--- src/core/sdtx_pkg.sv ---
// Purpose: shared constants and types for the transmit mode control block
// Assumes: 10 MHz system clock, 32-bit register bus
// Notes:   offsets are byte addresses

package sdtx_pkg;

  localparam int unsigned CLK_PERIOD_NS = 100;
  localparam int unsigned RECOVERY_NS   = 10000;
  localparam int unsigned RECOVERY_CYC  = (RECOVERY_NS + CLK_PERIOD_NS - 1) / CLK_PERIOD_NS;

  localparam int unsigned ADDR_W = 4;
  localparam logic [ADDR_W-1:0] OFS_FEAT_MASK = 4'h0;
  localparam logic [ADDR_W-1:0] OFS_STATUS    = 4'h4;

  localparam int unsigned NUM_FEAT = 8;
  localparam logic [NUM_FEAT-1:0] FEAT_MASK_RST = 8'h00;
  localparam int unsigned FEAT_EDH      = 0;
  localparam int unsigned FEAT_VPID     = 1;
  localparam int unsigned FEAT_ANC_CSUM = 2;
  localparam int unsigned FEAT_ANC_INS  = 3;
  localparam int unsigned FEAT_LINE_CRC = 4;
  localparam int unsigned FEAT_LINE_NUM = 5;
  localparam int unsigned FEAT_TRS_INS  = 6;
  localparam int unsigned FEAT_REMAP    = 7;

  // status word field positions
  localparam int unsigned ST_RUN_BIT     = 0;
  localparam int unsigned ST_EXTRACT_BIT = 1;
  localparam int unsigned ST_HSDE_BIT    = 2;
  localparam int unsigned ST_WIDE_BIT    = 3;
  localparam int unsigned ST_SD_BIT      = 4;
  localparam int unsigned ST_ASI_BIT     = 5;
  localparam int unsigned ST_THRU_BIT    = 6;
  localparam int unsigned ST_SCRAM_BIT   = 7;
  localparam int unsigned ST_JTAG_BIT    = 8;
  localparam int unsigned ST_FEAT_LSB    = 16;

  localparam logic [1:0] RESP_OKAY   = 2'h0;
  localparam logic [1:0] RESP_SLVERR = 2'h2;

  localparam int unsigned NUM_CTRL = 9;

  typedef struct packed {
    logic test_mode;
    logic rate_sd;
    logic ancillary_blank_n_n;
    logic ioproc_en;
    logic bypass_n;
    logic asi_sel;
    logic bus_wide;
    logic sync_style;
    logic timing_src;
  } sdtx_ctrl_s;

  typedef enum logic [1:0] {
    ST_RECOVER,
    ST_RUN,
    ST_JTAG
  } sdtx_state_e;

endpackage

--- src/core/sdtx_sync.sv ---
// Purpose: two-stage synchroniser bank for static control pins
// Assumes: one clock, active-low asynchronous reset
// Notes:   first stage feeds only the second stage

`timescale 1ns/1ns

module sdtx_sync #(
  parameter int unsigned WIDTH = 1
) (
  input  wire logic             i_clk,
  input  wire logic             i_rst_n,
  input  wire logic [WIDTH-1:0] i_async,
  output logic      [WIDTH-1:0] o_sync
);

  logic [WIDTH-1:0] meta_q;
  logic [WIDTH-1:0] sync_q;

  for (genvar g = 0; g < WIDTH; g++) begin : g_bit
    always_ff @(posedge i_clk or negedge i_rst_n) begin
      if (!i_rst_n) begin
        meta_q[g] <= 1'b0;
        sync_q[g] <= 1'b0;
      end else begin
        meta_q[g] <= i_async[g];
        sync_q[g] <= meta_q[g];
      end
    end
  end

  assign o_sync = sync_q;

endmodule

--- src/core/sdtx_mode_ctrl.sv ---
// Purpose: mode and configuration control of a serial video transmitter
// Assumes: control pins static, synchronised here; AXI4-Lite register access
// Notes:   all outputs registered; functional outputs idle until recovery ends or scan mode is left
// Summary of operation
// RL1: timing source low selects external strobes, style chosen by sync style.
// RL2: timing source high selects embedded timing words, sync style ignored.
// RL3: external timing with sync style low means H, V, F inputs.
// RL4: external timing with sync style high means HSYNC, VSYNC, DE inputs.
// RL5: bus width chooses 10-bit single or 20-bit luma plus chroma input.
// RL6: in 10-bit mode the chroma half is ignored and left undriven.
// RL7: rate select low gives HD rates only, high gives SD only.
// RL8: ASI select high encodes ASI, in SD operation only.
// RL9: ASI select low means no ASI encoding.
// RL10: controller must set SD and bypass before choosing ASI.
// RL11: bypass low gives data-through without ASI, ASI mode with it.
// RL12: bypass low skips scrambling and disables every processing feature.
// RL13: bypass high scrambles and performs processing.
// RL14: processing enable high turns on all eight processing features; here EDH is enabled only in SD, line CRC and line number only in HD.
// RL15: with processing enabled, mask bits turn off single features.
// RL16: processing enable low disables all features whatever the mask.
// RL17: test mode high is boundary scan, low is normal host mode.
// RL18: normal mode reset defaults all blocks and floats all pins.
// RL19: normal mode waits 10 us after reset release before running.
// RL20: scan mode reset defaults blocks and holds test sequence reset.
// RL21: blanking input low replaces ancillary data with blanking levels.
// RL22: blanking input high passes ancillary data unchanged.
// RL23: control pins are synchronised to the clock before use.
//
// Decided for this implementation: register access over AXI4-Lite and the register offsets.

`timescale 1ns/1ns

module sdtx_mode_ctrl #(
  parameter int unsigned RECOVERY_CYCLES = sdtx_pkg::RECOVERY_CYC
) (
  input  wire logic                          I_CLOCK,
  input  wire logic                          I_RST_B,
  input  wire logic                          I_TIMING_SOURCE_SELECT,
  input  wire logic                          I_SYNC_STYLE_SELECT,
  input  wire logic                          I_BUS_WIDTH_SELECT,
  input  wire logic                          I_ASI_MODE_SELECT,
  input  wire logic                          I_CODING_BYPASS_N,
  input  wire logic                          I_IO_PROCESSING_ENABLE,
  input  wire logic                          I_ANCILLARY_BLANK_N,
  input  wire logic                          I_RATE_SELECT,
  input  wire logic                          I_TEST_MODE_SELECT,
  input  wire logic [sdtx_pkg::ADDR_W-1:0]   I_AWADDR,
  input  wire logic                          I_AWVALID,
  output logic                               O_AWREADY,
  input  wire logic [31:0]                   I_WDATA,
  input  wire logic [3:0]                    I_WSTRB,
  input  wire logic                          I_WVALID,
  output logic                               O_WREADY,
  output logic [1:0]                         O_BRESP,
  output logic                               O_BVALID,
  input  wire logic                          I_BREADY,
  input  wire logic [sdtx_pkg::ADDR_W-1:0]   I_ARADDR,
  input  wire logic                          I_ARVALID,
  output logic                               O_ARREADY,
  output logic [31:0]                        O_RDATA,
  output logic [1:0]                         O_RRESP,
  output logic                               O_RVALID,
  input  wire logic                          I_RREADY,
  output logic                               O_RUN,
  output logic                               O_PIN_OE,
  output logic                               O_JTAG_SEQ_HOLD,
  output logic                               O_TIMING_EXTRACT,
  output logic                               O_EXT_HVF,
  output logic                               O_EXT_HSDE,
  output logic                               O_BUS_WIDE,
  output logic                               O_CHROMA_IN_EN,
  output logic                               O_RATE_SD,
  output logic                               O_ASI_ENCODE,
  output logic                               O_DATA_THROUGH,
  output logic                               O_SCRAMBLE_EN,
  output logic [sdtx_pkg::NUM_FEAT-1:0]      O_FEATURE_EN,
  output logic                               O_ANCILLARY_BLANK_N
);

  localparam int unsigned CW = $clog2(RECOVERY_CYCLES + 1);

  // reset release through two flops
  logic rst_meta_q;
  logic rst_n;
  always_ff @(posedge I_CLOCK or negedge I_RST_B) begin
    if (!I_RST_B) begin
      rst_meta_q <= 1'b0;
      rst_n      <= 1'b0;
    end else begin
      rst_meta_q <= 1'b1;
      rst_n      <= rst_meta_q;
    end
  end

  sdtx_pkg::sdtx_ctrl_s ctrl_raw;
  sdtx_pkg::sdtx_ctrl_s ctrl;
  assign ctrl_raw = '{test_mode:   I_TEST_MODE_SELECT,
                      rate_sd:     I_RATE_SELECT,
                      ancillary_blank_n_n: I_ANCILLARY_BLANK_N,
                      ioproc_en:   I_IO_PROCESSING_ENABLE,
                      bypass_n:    I_CODING_BYPASS_N,
                      asi_sel:     I_ASI_MODE_SELECT,
                      bus_wide:    I_BUS_WIDTH_SELECT,
                      sync_style:  I_SYNC_STYLE_SELECT,
                      timing_src:  I_TIMING_SOURCE_SELECT};

  sdtx_sync #(
    .WIDTH (sdtx_pkg::NUM_CTRL)
  ) u_sync (
    .i_clk   (I_CLOCK),
    .i_rst_n (rst_n),
    .i_async (ctrl_raw),
    .o_sync  (ctrl)  // RL23
  );

  // state
  sdtx_pkg::sdtx_state_e         st_q, st_d;
  logic [CW-1:0]                 cnt_q, cnt_d;
  logic [sdtx_pkg::NUM_FEAT-1:0] mask_q, mask_d;
  logic                          run;
  logic [sdtx_pkg::NUM_FEAT-1:0] feat_ok;
  logic                          aw_held_q, aw_held_d, w_held_q, w_held_d;
  logic [sdtx_pkg::ADDR_W-1:0]   awaddr_q, awaddr_d;
  logic [31:0]                   wdata_q, wdata_d;
  logic [3:0]                    wstrb_q, wstrb_d;
  logic                          awready_d, wready_d, bvalid_d, arready_d, rvalid_d;
  logic [1:0]                    bresp_d, rresp_d;
  logic [31:0]                   rdata_d, status;
  logic                          pin_oe_d, hold_d, extract_d, hvf_d, hsde_d, wide_d, chroma_d;
  logic                          sd_d, asi_d, thru_d, scram_d, blank_d;
  logic [sdtx_pkg::NUM_FEAT-1:0] feat_d;

  always_comb begin
    st_d   = st_q;
    cnt_d  = cnt_q;
    hold_d = 1'b0;
    case (st_q)
      sdtx_pkg::ST_RECOVER: begin
        if (ctrl.test_mode) begin  // RL17
          st_d = sdtx_pkg::ST_JTAG;  // RL20
        end else if (cnt_q >= CW'(RECOVERY_CYCLES - 1)) begin
          st_d = sdtx_pkg::ST_RUN;  // RL19
        end else begin
          cnt_d = CW'(cnt_q + 1'b1);
        end
      end
      sdtx_pkg::ST_RUN: begin
        if (ctrl.test_mode) begin
          st_d = sdtx_pkg::ST_JTAG;
        end
      end
      sdtx_pkg::ST_JTAG: begin
        if (!ctrl.test_mode) begin
          st_d = sdtx_pkg::ST_RUN;
        end
      end
      default: begin
        st_d = sdtx_pkg::ST_RECOVER;
      end
    endcase
  end

  assign run = (st_q == sdtx_pkg::ST_RUN);

  // features that exist at the selected rate
  always_comb begin
    feat_ok = '1;
    feat_ok[sdtx_pkg::FEAT_EDH]      = ctrl.rate_sd;
    feat_ok[sdtx_pkg::FEAT_LINE_CRC] = !ctrl.rate_sd;
    feat_ok[sdtx_pkg::FEAT_LINE_NUM] = !ctrl.rate_sd;
  end

  always_comb begin
    pin_oe_d  = run;  // RL18
    extract_d = run && ctrl.timing_src;  // RL2
    hvf_d     = run && !ctrl.timing_src && !ctrl.sync_style;  // RL1 RL3
    hsde_d    = run && !ctrl.timing_src && ctrl.sync_style;  // RL4
    wide_d    = run && ctrl.bus_wide;  // RL5
    chroma_d  = run && ctrl.bus_wide && !(ctrl.asi_sel && !ctrl.bypass_n);  // RL6
    sd_d      = run && ctrl.rate_sd;  // RL7
    asi_d     = run && ctrl.asi_sel && !ctrl.bypass_n && ctrl.rate_sd;  // RL8 RL9 RL10
    thru_d    = run && !ctrl.bypass_n && !ctrl.asi_sel;  // RL11
    scram_d   = run && ctrl.bypass_n;  // RL12 RL13
    blank_d   = run && !ctrl.ancillary_blank_n_n;  // RL21 RL22
    if (run && ctrl.bypass_n && ctrl.ioproc_en) begin
      feat_d = feat_ok & ~mask_q;  // RL14 RL15
    end else begin
      feat_d = '0;  // RL12 RL16
    end
  end

  always_comb begin
    status = '0;
    status[sdtx_pkg::ST_RUN_BIT]     = O_RUN;
    status[sdtx_pkg::ST_EXTRACT_BIT] = O_TIMING_EXTRACT;
    status[sdtx_pkg::ST_HSDE_BIT]    = O_EXT_HSDE;
    status[sdtx_pkg::ST_WIDE_BIT]    = O_BUS_WIDE;
    status[sdtx_pkg::ST_SD_BIT]      = O_RATE_SD;
    status[sdtx_pkg::ST_ASI_BIT]     = O_ASI_ENCODE;
    status[sdtx_pkg::ST_THRU_BIT]    = O_DATA_THROUGH;
    status[sdtx_pkg::ST_SCRAM_BIT]   = O_SCRAMBLE_EN;
    status[sdtx_pkg::ST_JTAG_BIT]    = (st_q == sdtx_pkg::ST_JTAG);
    status[sdtx_pkg::ST_FEAT_LSB +: sdtx_pkg::NUM_FEAT] = O_FEATURE_EN;
  end

  // register bus slave
  always_comb begin
    aw_held_d = aw_held_q;
    w_held_d  = w_held_q;
    awaddr_d  = awaddr_q;
    wdata_d   = wdata_q;
    wstrb_d   = wstrb_q;
    bvalid_d  = O_BVALID;
    bresp_d   = O_BRESP;
    mask_d    = mask_q;
    rvalid_d  = O_RVALID;
    rdata_d   = O_RDATA;
    rresp_d   = O_RRESP;
    if (I_AWVALID && O_AWREADY) begin
      aw_held_d = 1'b1;
      awaddr_d  = I_AWADDR;
    end
    if (I_WVALID && O_WREADY) begin
      w_held_d = 1'b1;
      wdata_d  = I_WDATA;
      wstrb_d  = I_WSTRB;
    end
    if (O_BVALID && I_BREADY) begin
      bvalid_d = 1'b0;
    end
    if (aw_held_q && w_held_q && !O_BVALID) begin
      aw_held_d = 1'b0;
      w_held_d  = 1'b0;
      bvalid_d  = 1'b1;
      bresp_d   = sdtx_pkg::RESP_OKAY;
      if (awaddr_q == sdtx_pkg::OFS_FEAT_MASK) begin
        if (wstrb_q[0]) begin
          mask_d = wdata_q[sdtx_pkg::NUM_FEAT-1:0];  // RL15
        end
      end else if (awaddr_q != sdtx_pkg::OFS_STATUS) begin
        bresp_d = sdtx_pkg::RESP_SLVERR;
      end
    end
    if (O_RVALID && I_RREADY) begin
      rvalid_d = 1'b0;
    end
    if (I_ARVALID && O_ARREADY) begin
      rvalid_d = 1'b1;
      rresp_d  = sdtx_pkg::RESP_OKAY;
      rdata_d  = '0;
      case (I_ARADDR)
        sdtx_pkg::OFS_FEAT_MASK: rdata_d[sdtx_pkg::NUM_FEAT-1:0] = mask_q;
        sdtx_pkg::OFS_STATUS:    rdata_d = status;
        default:                 rresp_d = sdtx_pkg::RESP_SLVERR;
      endcase
    end
    awready_d = !aw_held_d && !bvalid_d;
    wready_d  = !w_held_d && !bvalid_d;
    arready_d = !rvalid_d;
  end

  always_ff @(posedge I_CLOCK or negedge rst_n) begin
    if (!rst_n) begin
      st_q             <= sdtx_pkg::ST_RECOVER;
      cnt_q            <= '0;
      mask_q           <= sdtx_pkg::FEAT_MASK_RST;
      aw_held_q        <= 1'b0;
      w_held_q         <= 1'b0;
      awaddr_q         <= '0;
      wdata_q          <= '0;
      wstrb_q          <= '0;
      O_AWREADY        <= 1'b0;
      O_WREADY         <= 1'b0;
      O_BVALID         <= 1'b0;
      O_BRESP          <= sdtx_pkg::RESP_OKAY;
      O_ARREADY        <= 1'b0;
      O_RVALID         <= 1'b0;
      O_RDATA          <= '0;
      O_RRESP          <= sdtx_pkg::RESP_OKAY;
      O_RUN            <= 1'b0;
      O_PIN_OE         <= 1'b0;
      O_JTAG_SEQ_HOLD  <= 1'b1;  // RL20
      O_TIMING_EXTRACT <= 1'b0;
      O_EXT_HVF        <= 1'b0;
      O_EXT_HSDE       <= 1'b0;
      O_BUS_WIDE       <= 1'b0;
      O_CHROMA_IN_EN   <= 1'b0;
      O_RATE_SD        <= 1'b0;
      O_ASI_ENCODE     <= 1'b0;
      O_DATA_THROUGH   <= 1'b0;
      O_SCRAMBLE_EN    <= 1'b0;
      O_FEATURE_EN     <= '0;
      O_ANCILLARY_BLANK_N      <= 1'b0;
    end else begin
      st_q             <= st_d;
      cnt_q            <= cnt_d;
      mask_q           <= mask_d;
      aw_held_q        <= aw_held_d;
      w_held_q         <= w_held_d;
      awaddr_q         <= awaddr_d;
      wdata_q          <= wdata_d;
      wstrb_q          <= wstrb_d;
      O_AWREADY        <= awready_d;
      O_WREADY         <= wready_d;
      O_BVALID         <= bvalid_d;
      O_BRESP          <= bresp_d;
      O_ARREADY        <= arready_d;
      O_RVALID         <= rvalid_d;
      O_RDATA          <= rdata_d;
      O_RRESP          <= rresp_d;
      O_RUN            <= run;
      O_PIN_OE         <= pin_oe_d;
      O_JTAG_SEQ_HOLD  <= hold_d;
      O_TIMING_EXTRACT <= extract_d;
      O_EXT_HVF        <= hvf_d;
      O_EXT_HSDE       <= hsde_d;
      O_BUS_WIDE       <= wide_d;
      O_CHROMA_IN_EN   <= chroma_d;
      O_RATE_SD        <= sd_d;
      O_ASI_ENCODE     <= asi_d;
      O_DATA_THROUGH   <= thru_d;
      O_SCRAMBLE_EN    <= scram_d;
      O_FEATURE_EN     <= feat_d;
      O_ANCILLARY_BLANK_N      <= blank_d;
    end
  end

  // checks
  localparam int REC_MAX = 110;
endmodule

--- config.mk ---
export PLATFORM = sky130hd
export DESIGN_NAME = sdtx_mode_ctrl
export DESIGN_NICKNAME = d
export VERILOG_FILES = /design/src/core/sdtx_pkg.sv /design/src/core/sdtx_sync.sv /design/src/core/sdtx_mode_ctrl.sv
export SDC_FILE = /design/constraint.sdc
export NUM_CORES = 1
export LEC_CHECK = 0
export ABC_AREA = 0
export BUFFER_PORTS_ARGS = -buffer_cell sky130_fd_sc_hd__buf_2
export CORE_AREA = 3 3 90 92
export CTS_CLUSTER_DIAMETER = 60
export CTS_CLUSTER_SIZE = 25
export DETAILED_ROUTE_END_ITERATION = 8
export DIE_AREA = 0 0 93 95
export HOLD_SLACK_MARGIN = 0.06
export PLACE_DENSITY = 0.74
export SETUP_SLACK_MARGIN = 0.5
export SYNTH_ARGS = -nofsm -noshare
export SYNTH_HDL_FRONTEND = slang
export SYNTH_SLANG_ARGS = --single-unit
--- constraint.sdc ---
create_clock -name I_CLOCK -period 3.3 [get_ports I_CLOCK]
set_input_delay 0.66 -clock I_CLOCK [delete_from_list [all_inputs] [get_ports I_CLOCK]]
set_output_delay 0.66 -clock I_CLOCK [all_outputs]
set_load 0.005 [all_outputs]
==> key figures, run 1 <==
Yosys
  • Share of Yosys cell area claimed by the top area cell type: 67.0%
  • #FFs+latches synth: 96
  • Post-Synthesis Cell Area: 3550 µm²
  • Sequential area share after synthesis: 67.7%
  • Count of cell types in the netlist: 43
  • Asr flop ratio synth: 100%
  • Synth area leader: dfrtp_1
  • Synth area leaders: dfrtp_1 67%, mux2_2 7.0%, buf_4 3.8%, mux2i_1 2.3%, a22o_1 2.0%
  • Number of synthesized flops with an enable pin: 0
  • Synthesized instance count: 253
  • Syn Area/Cell: 14.0 µm²
  • Post-synth top flop: dfrtp_1
  • YS warnings: 0

Power and ir drop
  • Pint: 0.00207 W
  • Sequential share of power: 54.5%
  • Cell leakage power: 2.15 nW
  • Clock share of power: 30.0%
  • Sw Share: 27.1%
  • Switching pwr: 0.000768 W
  • Max VDD drop: 445 µV
  • Pwr/cell area: 672 nW/µm²
  • Logic gate share of total power: 15.5%

Drt
  • Detailed router's first-iteration violation count: 99
  • WL/cell: 14.5 µm
  • Antenna viol nets, final: 0
  • Total Wirelength: 6.40 mm
  • First drt pass iteration count: 4
  • Via Count: 2118
  • DRC Markers: 0
  • Vias per cell: 4.79

Critical path
  • CP delay by family, top: flip-flops
  • Setup Crit Path Kind: reg -> out
  • Arrival time at the worst endpoint: 0.98 ns
  • Crit end category: primary output
  • Worst EP required: 2.64 ns
  • Worst-path fanout max: 1
  • Biggest cell delay along the critical path: 0.52 ns
  • Worst-path cell chain: buf_2
  • Critical path's slowest cell: dfstp_2
  • Critical Path Start Type: flop
  • WP buf/inv: 1

Final layout
  • Number of diodes: 0
  • Reg area: 2410 µm²
  • Share of layout cells above drive strength 1: 37.3%
  • Area of the multi-input gates: 1030 µm²
  • Layout Nets: 399
  • Area growth syn-to-layout: 18.9%
  • Fillers: 639

Clock tree
  • Cts bufs inserted: 9
  • Post-cts sizing count: 0
  • Num Clock Sinks: 96
  • Clock root buffer: clkbuf_8
  • Clock transition at the registers of the reported paths: 0.09 ns
  • Skew-Pair Late Insertion Delay: 0.36 ns
  • Post-CTS Setup Repair Bufs: 0
  • H-tree depth: 3
  • TritonCTS clock tree: built
  • Clock buffer depth: 2

Global routing
  • Antenna violations before repair: 0
  • Grt total ovfl: 0
  • Global-route wire length before repair: 10.4 mm
  • Largest net degree at the start of global routing: 62
  • GR Util All Layers: 15.7%
  • Vias in the first global route: 2072

Timing
  • Slew @ Worst Pin: 0.869 ns
  • Setup TNS: 0 ns
  • Period utilisation layout: 49.6%
  • Clk_skew: 0.0173 ns
  • Setup-failing EPs final: 0
  • Slew HR: 41.9%
  • WHS: 0.355 ns
  • RSZ-0062 raised after global routing: false
  • Max-slew violations: 0
  • Final hold vios: 0
  • Worst setup margin: 1.66 ns
  • Max Freq: 611 MHz
  • Crit path time final: 1.64 ns

Place
  • Final Wtd Congestion: 0.743
  • DP HPWL: 4.65 mm
  • Place WS: 1.35 ns
  • I/O Buffers: 77

Job
  • Max-cap violations: 0

Die
  • Initial Util: 48.7%
  • IO Pins: 122
  • Die width: 93 µm
  • Die Y: 95 µm
  • Row cnt: 31
  • Core Area: 7290 µm²
  • Die area: 8840 µm²

Status
  • Outcome: completed

Hold path
  • Worst Hold Class: reg -> reg
==> power groups by stage <==
stage | logic [W] | clock network [W] | registers (W)
4_1_cts | 0.000447 | 0.000870 | 0.00155
6_report | 0.000439 | 0.000851 | 0.00155
5_1_grt | 0.000497 | 0.000931 | 0.00158
3_3_place_gp | 0.000421 | 0 | 0.00156
3_5_place_dp | 0.000441 | 0 | 0.00157
2_1_floorplan | 0.000340 | 0 | 0.00153
==> cell usage after synthesis (2+ instances only) <==
cell      instances
nand2_1          15
xnor2_1           4
dfrtp_1          95
and2_1            5
nand4_1           3
conb_1            2
buf_2             2
clkbuf_1          2
a21oi_1           7
nor2_1           10
nor3b_1           2
buf_4            18
mux2_2           22
nand3_1           3
a22o_1            8
mux2i_1           8
nor2b_1           3
nor3_1            6
o31ai_1           8
a21boi_0          2
inv_1             6
==> final timing paths <==
check	cells after the start	to	slack, ns	start
min in group asynchronous	0	O_BRESP[1]$_DFFE_PN0P_	0.41	rst_n$_DFF_PN0_
min	0	u_sync.o_sync[1]$_DFF_PN0_	0.35	u_sync.meta_q[1]$_DFF_PN0_
max reg2reg	4	cnt_q[1]$_DFFE_PN0P_	1.67	cnt_q[1]$_DFFE_PN0P_
min reg2reg	0	u_sync.o_sync[1]$_DFF_PN0_	0.35	u_sync.meta_q[1]$_DFF_PN0_
max in group asynchronous	1	wdata_q[7]$_DFFE_PN0P_	2.16	rst_n$_DFF_PN0_
max	1	O_JTAG_SEQ_HOLD	1.66	O_JTAG_SEQ_HOLD$_DFF_PN1_
==> cell families after synthesis <==
family          count (synthesis)  share of synthesized area (%)
simple gates                   58                           8.89
compound gates                 33                           7.51
other cells                     2                          0.212
buf+inv                        29                           5.08
mux                            30                           9.24
xor+xnor                        4                          0.987
flops                          96                           67.7
fa+ha+maj                       1                          0.353
==> layout by cell type (no fill, tap or decap), types with 2 or more instances in the layout <==
cell type   instances
a21oi_1             7
nand4_1             3
buf_4               2
conb_1             19
clkinvlp_4          2
bufinv_16           2
a22o_1              8
a21boi_0            2
nor3b_1             2
mux2_2             22
and2_1              5
nor3_1              6
nor2b_1             3
buf_2              77
nand2_1            15
dfrtp_1            94
nand3_1             3
xnor2_1             4
mux2i_1             8
nor2_1             10
clkbuf_8            9
inv_1               6
o31ai_1             8
==> layout make-up <==
| class | count | area share, % |
|---|---|---|
| flip-flops and latches | 96 | 57.0 |
| multi-input cells | 145 | 24.4 |
| repair buffers | 80 | 9.72 |
| clock buffers | 9 | 2.94 |
| well taps | 99 | 2.94 |
| clock inverters | 7 | 2.46 |
| inverters | 6 | 0.534 |
==> what timing repair did <==
| item | in CTS | in global routing |
|---|---|---|
| hold buffers | 1 | 0 |
| setup endpoints to repair | 0 | 0 |
| endpoints found under the hold margin | 2 | 0 |
==> flip-flops by register name, summed over array words and instances, names as in the netlist, 2 cells and up <==
signal         count
O_FEATURE_EN       8
O_RDATA           17
awaddr_q           4
cnt_q              7
mask_q             8
st_q               2
u_sync.meta_q      9
u_sync.o_sync      9
wdata_q            8
==> stage by stage <==
stage | cells | util (%) | power, W | cell area [µm²]
after CTS | 442 | 57.9 | 0.00287 | 4220
after detailed placement | 425 | 54.6 | 0.00201 | 3980
after global routing | 442 | 57.9 | 0.00301 | 4220
final | 442 | 57.9 | 0.00284 | 4220
after floorplan | 270 | - | 0.00187 | 3610
after global placement | 425 | 54.6 | 0.00199 | 3980
==> routing by layer <==
metal  global-route usage (%)  part of all wire [%]
met3                     5.26                   8.5
met2                     24.2                    47
met1                     19.6                    42
met5                        0                     0
met4                     8.79                   2.7
Note: power is estimated with default switching activity, not from simulation.
==> inputs of run 2 (changes only) <==
--- a/config.mk
+++ b/config.mk
@@ -5,15 +5,15 @@
 export SDC_FILE = /design/constraint.sdc
 export NUM_CORES = 1
 export LEC_CHECK = 0
-export ABC_AREA = 0
+export ABC_AREA = 1
 export BUFFER_PORTS_ARGS = -buffer_cell sky130_fd_sc_hd__buf_2
-export CORE_AREA = 3 3 90 92
+export CORE_AREA = 3 3 91 93
 export CTS_CLUSTER_DIAMETER = 60
 export CTS_CLUSTER_SIZE = 25
 export DETAILED_ROUTE_END_ITERATION = 8
-export DIE_AREA = 0 0 93 95
+export DIE_AREA = 0 0 94 96
 export HOLD_SLACK_MARGIN = 0.06
-export PLACE_DENSITY = 0.74
+export PLACE_DENSITY = 0.75
 export SETUP_SLACK_MARGIN = 0.5
 export SYNTH_ARGS = -nofsm -noshare
 export SYNTH_HDL_FRONTEND = slang
==> constraint.sdc (replaced) <==
create_clock -name I_CLOCK -period 1.6 [get_ports I_CLOCK]
set_input_delay 0.32 -clock I_CLOCK [delete_from_list [all_inputs] [get_ports I_CLOCK]]
set_output_delay 0.32 -clock I_CLOCK [all_outputs]
set_load 0.005 [all_outputs]
==> key figures, run 2 <==
Status
  • Outcome: completed

Critical path
  • CP delay by family, top: flip-flops
  • WP buf/inv: 1
  • Crit end category: primary output
  • Worst-path fanout max: 1
  • Worst-path cell chain: buf_6
  • Setup Crit Path Kind: reg -> out
  • Worst EP required: 1.28 ns
  • Critical path depth in cells: 1
  • Arrival time at the worst endpoint: 0.96 ns
  • Biggest cell delay along the critical path: 0.53 ns
  • Critical path's slowest cell: dfstp_2
  • Critical Path Start Type: flop
  • Worst R2R Path Depth: 7

Final layout
  • Most frequent cells in the layout: 101 x nand2_1, 93 x dfrtp_1, 76 x buf_2, 38 x nand3_1, 29 x buf_4
  • Most flops, register: O_RDATA
  • Share of layout cells above drive strength 1: 38.6%
  • Number of diodes: 0
  • Area growth syn-to-layout: 37.5%
  • Leading cell type in the layout, fill and taps excluded: nand2_1
  • Layout Nets: 556
  • Non-Filler Instances: 602
  • Max reg flops: 17
  • Fillers: 597

Place
  • Place WS: 0.252 ns
  • DP HPWL: 5.00 mm
  • I/O Buffers: 77
  • Dpl cells: 540
  • Final Wtd Congestion: 0.816

Hold path
  • Min-Delay Path Depth: 3
  • Worst Hold Class: in -> reg

Global routing
  • Global-route wire length before repair: 12.8 mm
  • Grt total ovfl: 0
  • Largest net degree at the start of global routing: 38
  • Antenna violations before repair: 0
  • Vias in the first global route: 2758
  • GR Util All Layers: 18.3%

Yosys
  • Synth area leaders: dfrtp_1 64%, nand2_1 12%, nand3_1 6.0%, buf_4 3.9%, inv_1 2.4%
  • Asr flop ratio synth: 100%
  • Synthesized instance count: 365
  • Synth area leader: dfrtp_1
  • Sequential area share after synthesis: 65.0%
  • Post-synth top flop: dfrtp_1
  • Count of cell types in the netlist: 31
  • Most common cell in the netlist: nand2_1
  • Share of Yosys cell area claimed by the top area cell type: 64.3%
  • YS warnings: 0
  • Commonest cells post-synth: 118 x nand2_1, 95 x dfrtp_1, 44 x nand3_1, 24 x inv_1, 19 x buf_4
  • Syn Area/Cell: 10.1 µm²
  • Number of synthesized flops with an enable pin: 0
  • #FFs+latches synth: 96
  • Post-Synthesis Cell Area: 3700 µm²

Drt
  • Via Count: 2853
  • Detailed router's first-iteration violation count: 110
  • Vias per cell: 4.74
  • Antenna viol nets, final: 0
  • First drt pass iteration count: 5
  • Total Wirelength: 7.96 mm
  • DRC Markers: 0
  • WL/cell: 13.2 µm

Die
  • Core Area: 7610 µm²
  • Die area: 9020 µm²
  • IO Pins: 122
  • Row cnt: 32
  • Initial Util: 48.6%
  • Die Y: 96 µm
  • Die width: 94 µm

Power and ir drop
  • Pwr/cell area: 1270 nW/µm²
  • Clock share of power: 25.5%
  • Sw Share: 33.2%
  • Sequential share of power: 51.3%
  • Max VDD drop: 1010 µV
  • Switching pwr: 0.00214 W
  • Pint: 0.00430 W
  • Logic gate share of total power: 23.2%
  • Cell leakage power: 2.74 nW

Clock tree
  • Cts bufs inserted: 9
  • H-tree depth: 3
  • Clock transition at the registers of the reported paths: 0.09 ns
  • Num Clock Sinks: 96
  • Clock buffer depth: 2
  • Skew-Pair Late Insertion Delay: 0.36 ns
  • TritonCTS clock tree: built
  • Clock root buffer: clkbuf_8

Timing
  • Period utilisation layout: 80.2%
  • Final hold vios: 0
  • Max Freq: 780 MHz
  • Setup-failing EPs final: 0
  • Worst setup margin: 0.317 ns
  • Setup TNS: 0 ns
  • Clk_skew: 0.0122 ns
  • Max-slew violations: 0
  • RSZ-0062 raised after global routing: true
  • Crit path time final: 1.28 ns

Job
  • Max-cap violations: 0
-- run 2: layout make-up --
cell class	count	area, µm²	share of cell area (%)
clock buffer	9	124	2.44
clock inverter	7	86.3	1.70
inverter	26	106	2.09
multi-input combinational	235	1360	26.7
sequential	96	2410	47.4
tap	102	128	2.51
timing repair buffer	124	851	16.7
timing repair inverter	3	22.5	0.443
-- run 2: timing repair --
item / in CTS / in global routing
setup buffers: 22 / 10
resized for setup: 40 / 35
gates cloned: 4 / 0
setup endpoints to repair: 88 / 82
hold buffers: 10 / 0
pin swaps: 10 / 12
endpoints found under the hold margin: 11 / 0
-- run 2: per-stage QoR --
stage	utilization (%)	power, W	hold slack [ns]	cell area (µm²)
6_report	66.9	0.00644	0.155	5090
5_1_grt	66.9	0.00684	0.143	5090
4_1_cts	63.8	0.00630	0.136	4860
3_5_place_dp	54.8	0.00425	0.107	4170
3_3_place_gp	54.8	0.00419	0.105	4170
2_1_floorplan	-	0.00392	0.0244	3770
-- run 2: kinds of logic after synthesis --
kind of cell | share of synthesized area, %
xor gates and xnor gates | 0.237
DFF | 65.0
other | 0.203
buffers and inverters | 7.44
AOI/OAI and AO/OA | 2.03
adders and majority gates | 0.338
and+or+nand+nor | 24.8
-- run 2: power groups by stage --
stage / registers (W) / clock network, W / logic, W
floorplan: 0.00318 / 0 / 0.000739
global placement: 0.00324 / 0 / 0.000951
detailed placement: 0.00326 / 0 / 0.000990
CTS: 0.00326 / 0.00167 / 0.00136
global route: 0.00337 / 0.00178 / 0.00169
finish: 0.00330 / 0.00164 / 0.00150
-- run 2: worst paths after layout --
| check | start | endpoint | slack (ns) |
|---|---|---|---|
| max reg2reg | cnt_q[0]$_DFFE_PN0P_ | cnt_q[3]$_DFFE_PN0P_ | 0.34 |
| max in group asynchronous | rst_n$_DFF_PN0_ | O_CHROMA_IN_EN$_DFF_PN0_ | 0.83 |
| max | O_JTAG_SEQ_HOLD$_DFF_PN1_ | O_JTAG_SEQ_HOLD | 0.32 |
| min in group asynchronous | rst_n$_DFF_PN0_ | mask_q[0]$_DFFE_PN0P_ | 0.26 |
| min | I_AWADDR[1] | awaddr_q[1]$_DFFE_PN0P_ | 0.15 |
| min reg2reg | rst_n$_DFF_PN0_ | mask_q[0]$_DFFE_PN0P_ | 0.26 |
-- run 2: routing by layer --
metal	vias up	part of all wire (%)	track usage, %
met5	-	0	0
met4	0	1.9	6.98
met3	18	6.1	3.28
met2	100	53	31.5
met1	1360	39	23.2
li1	1375	-	-
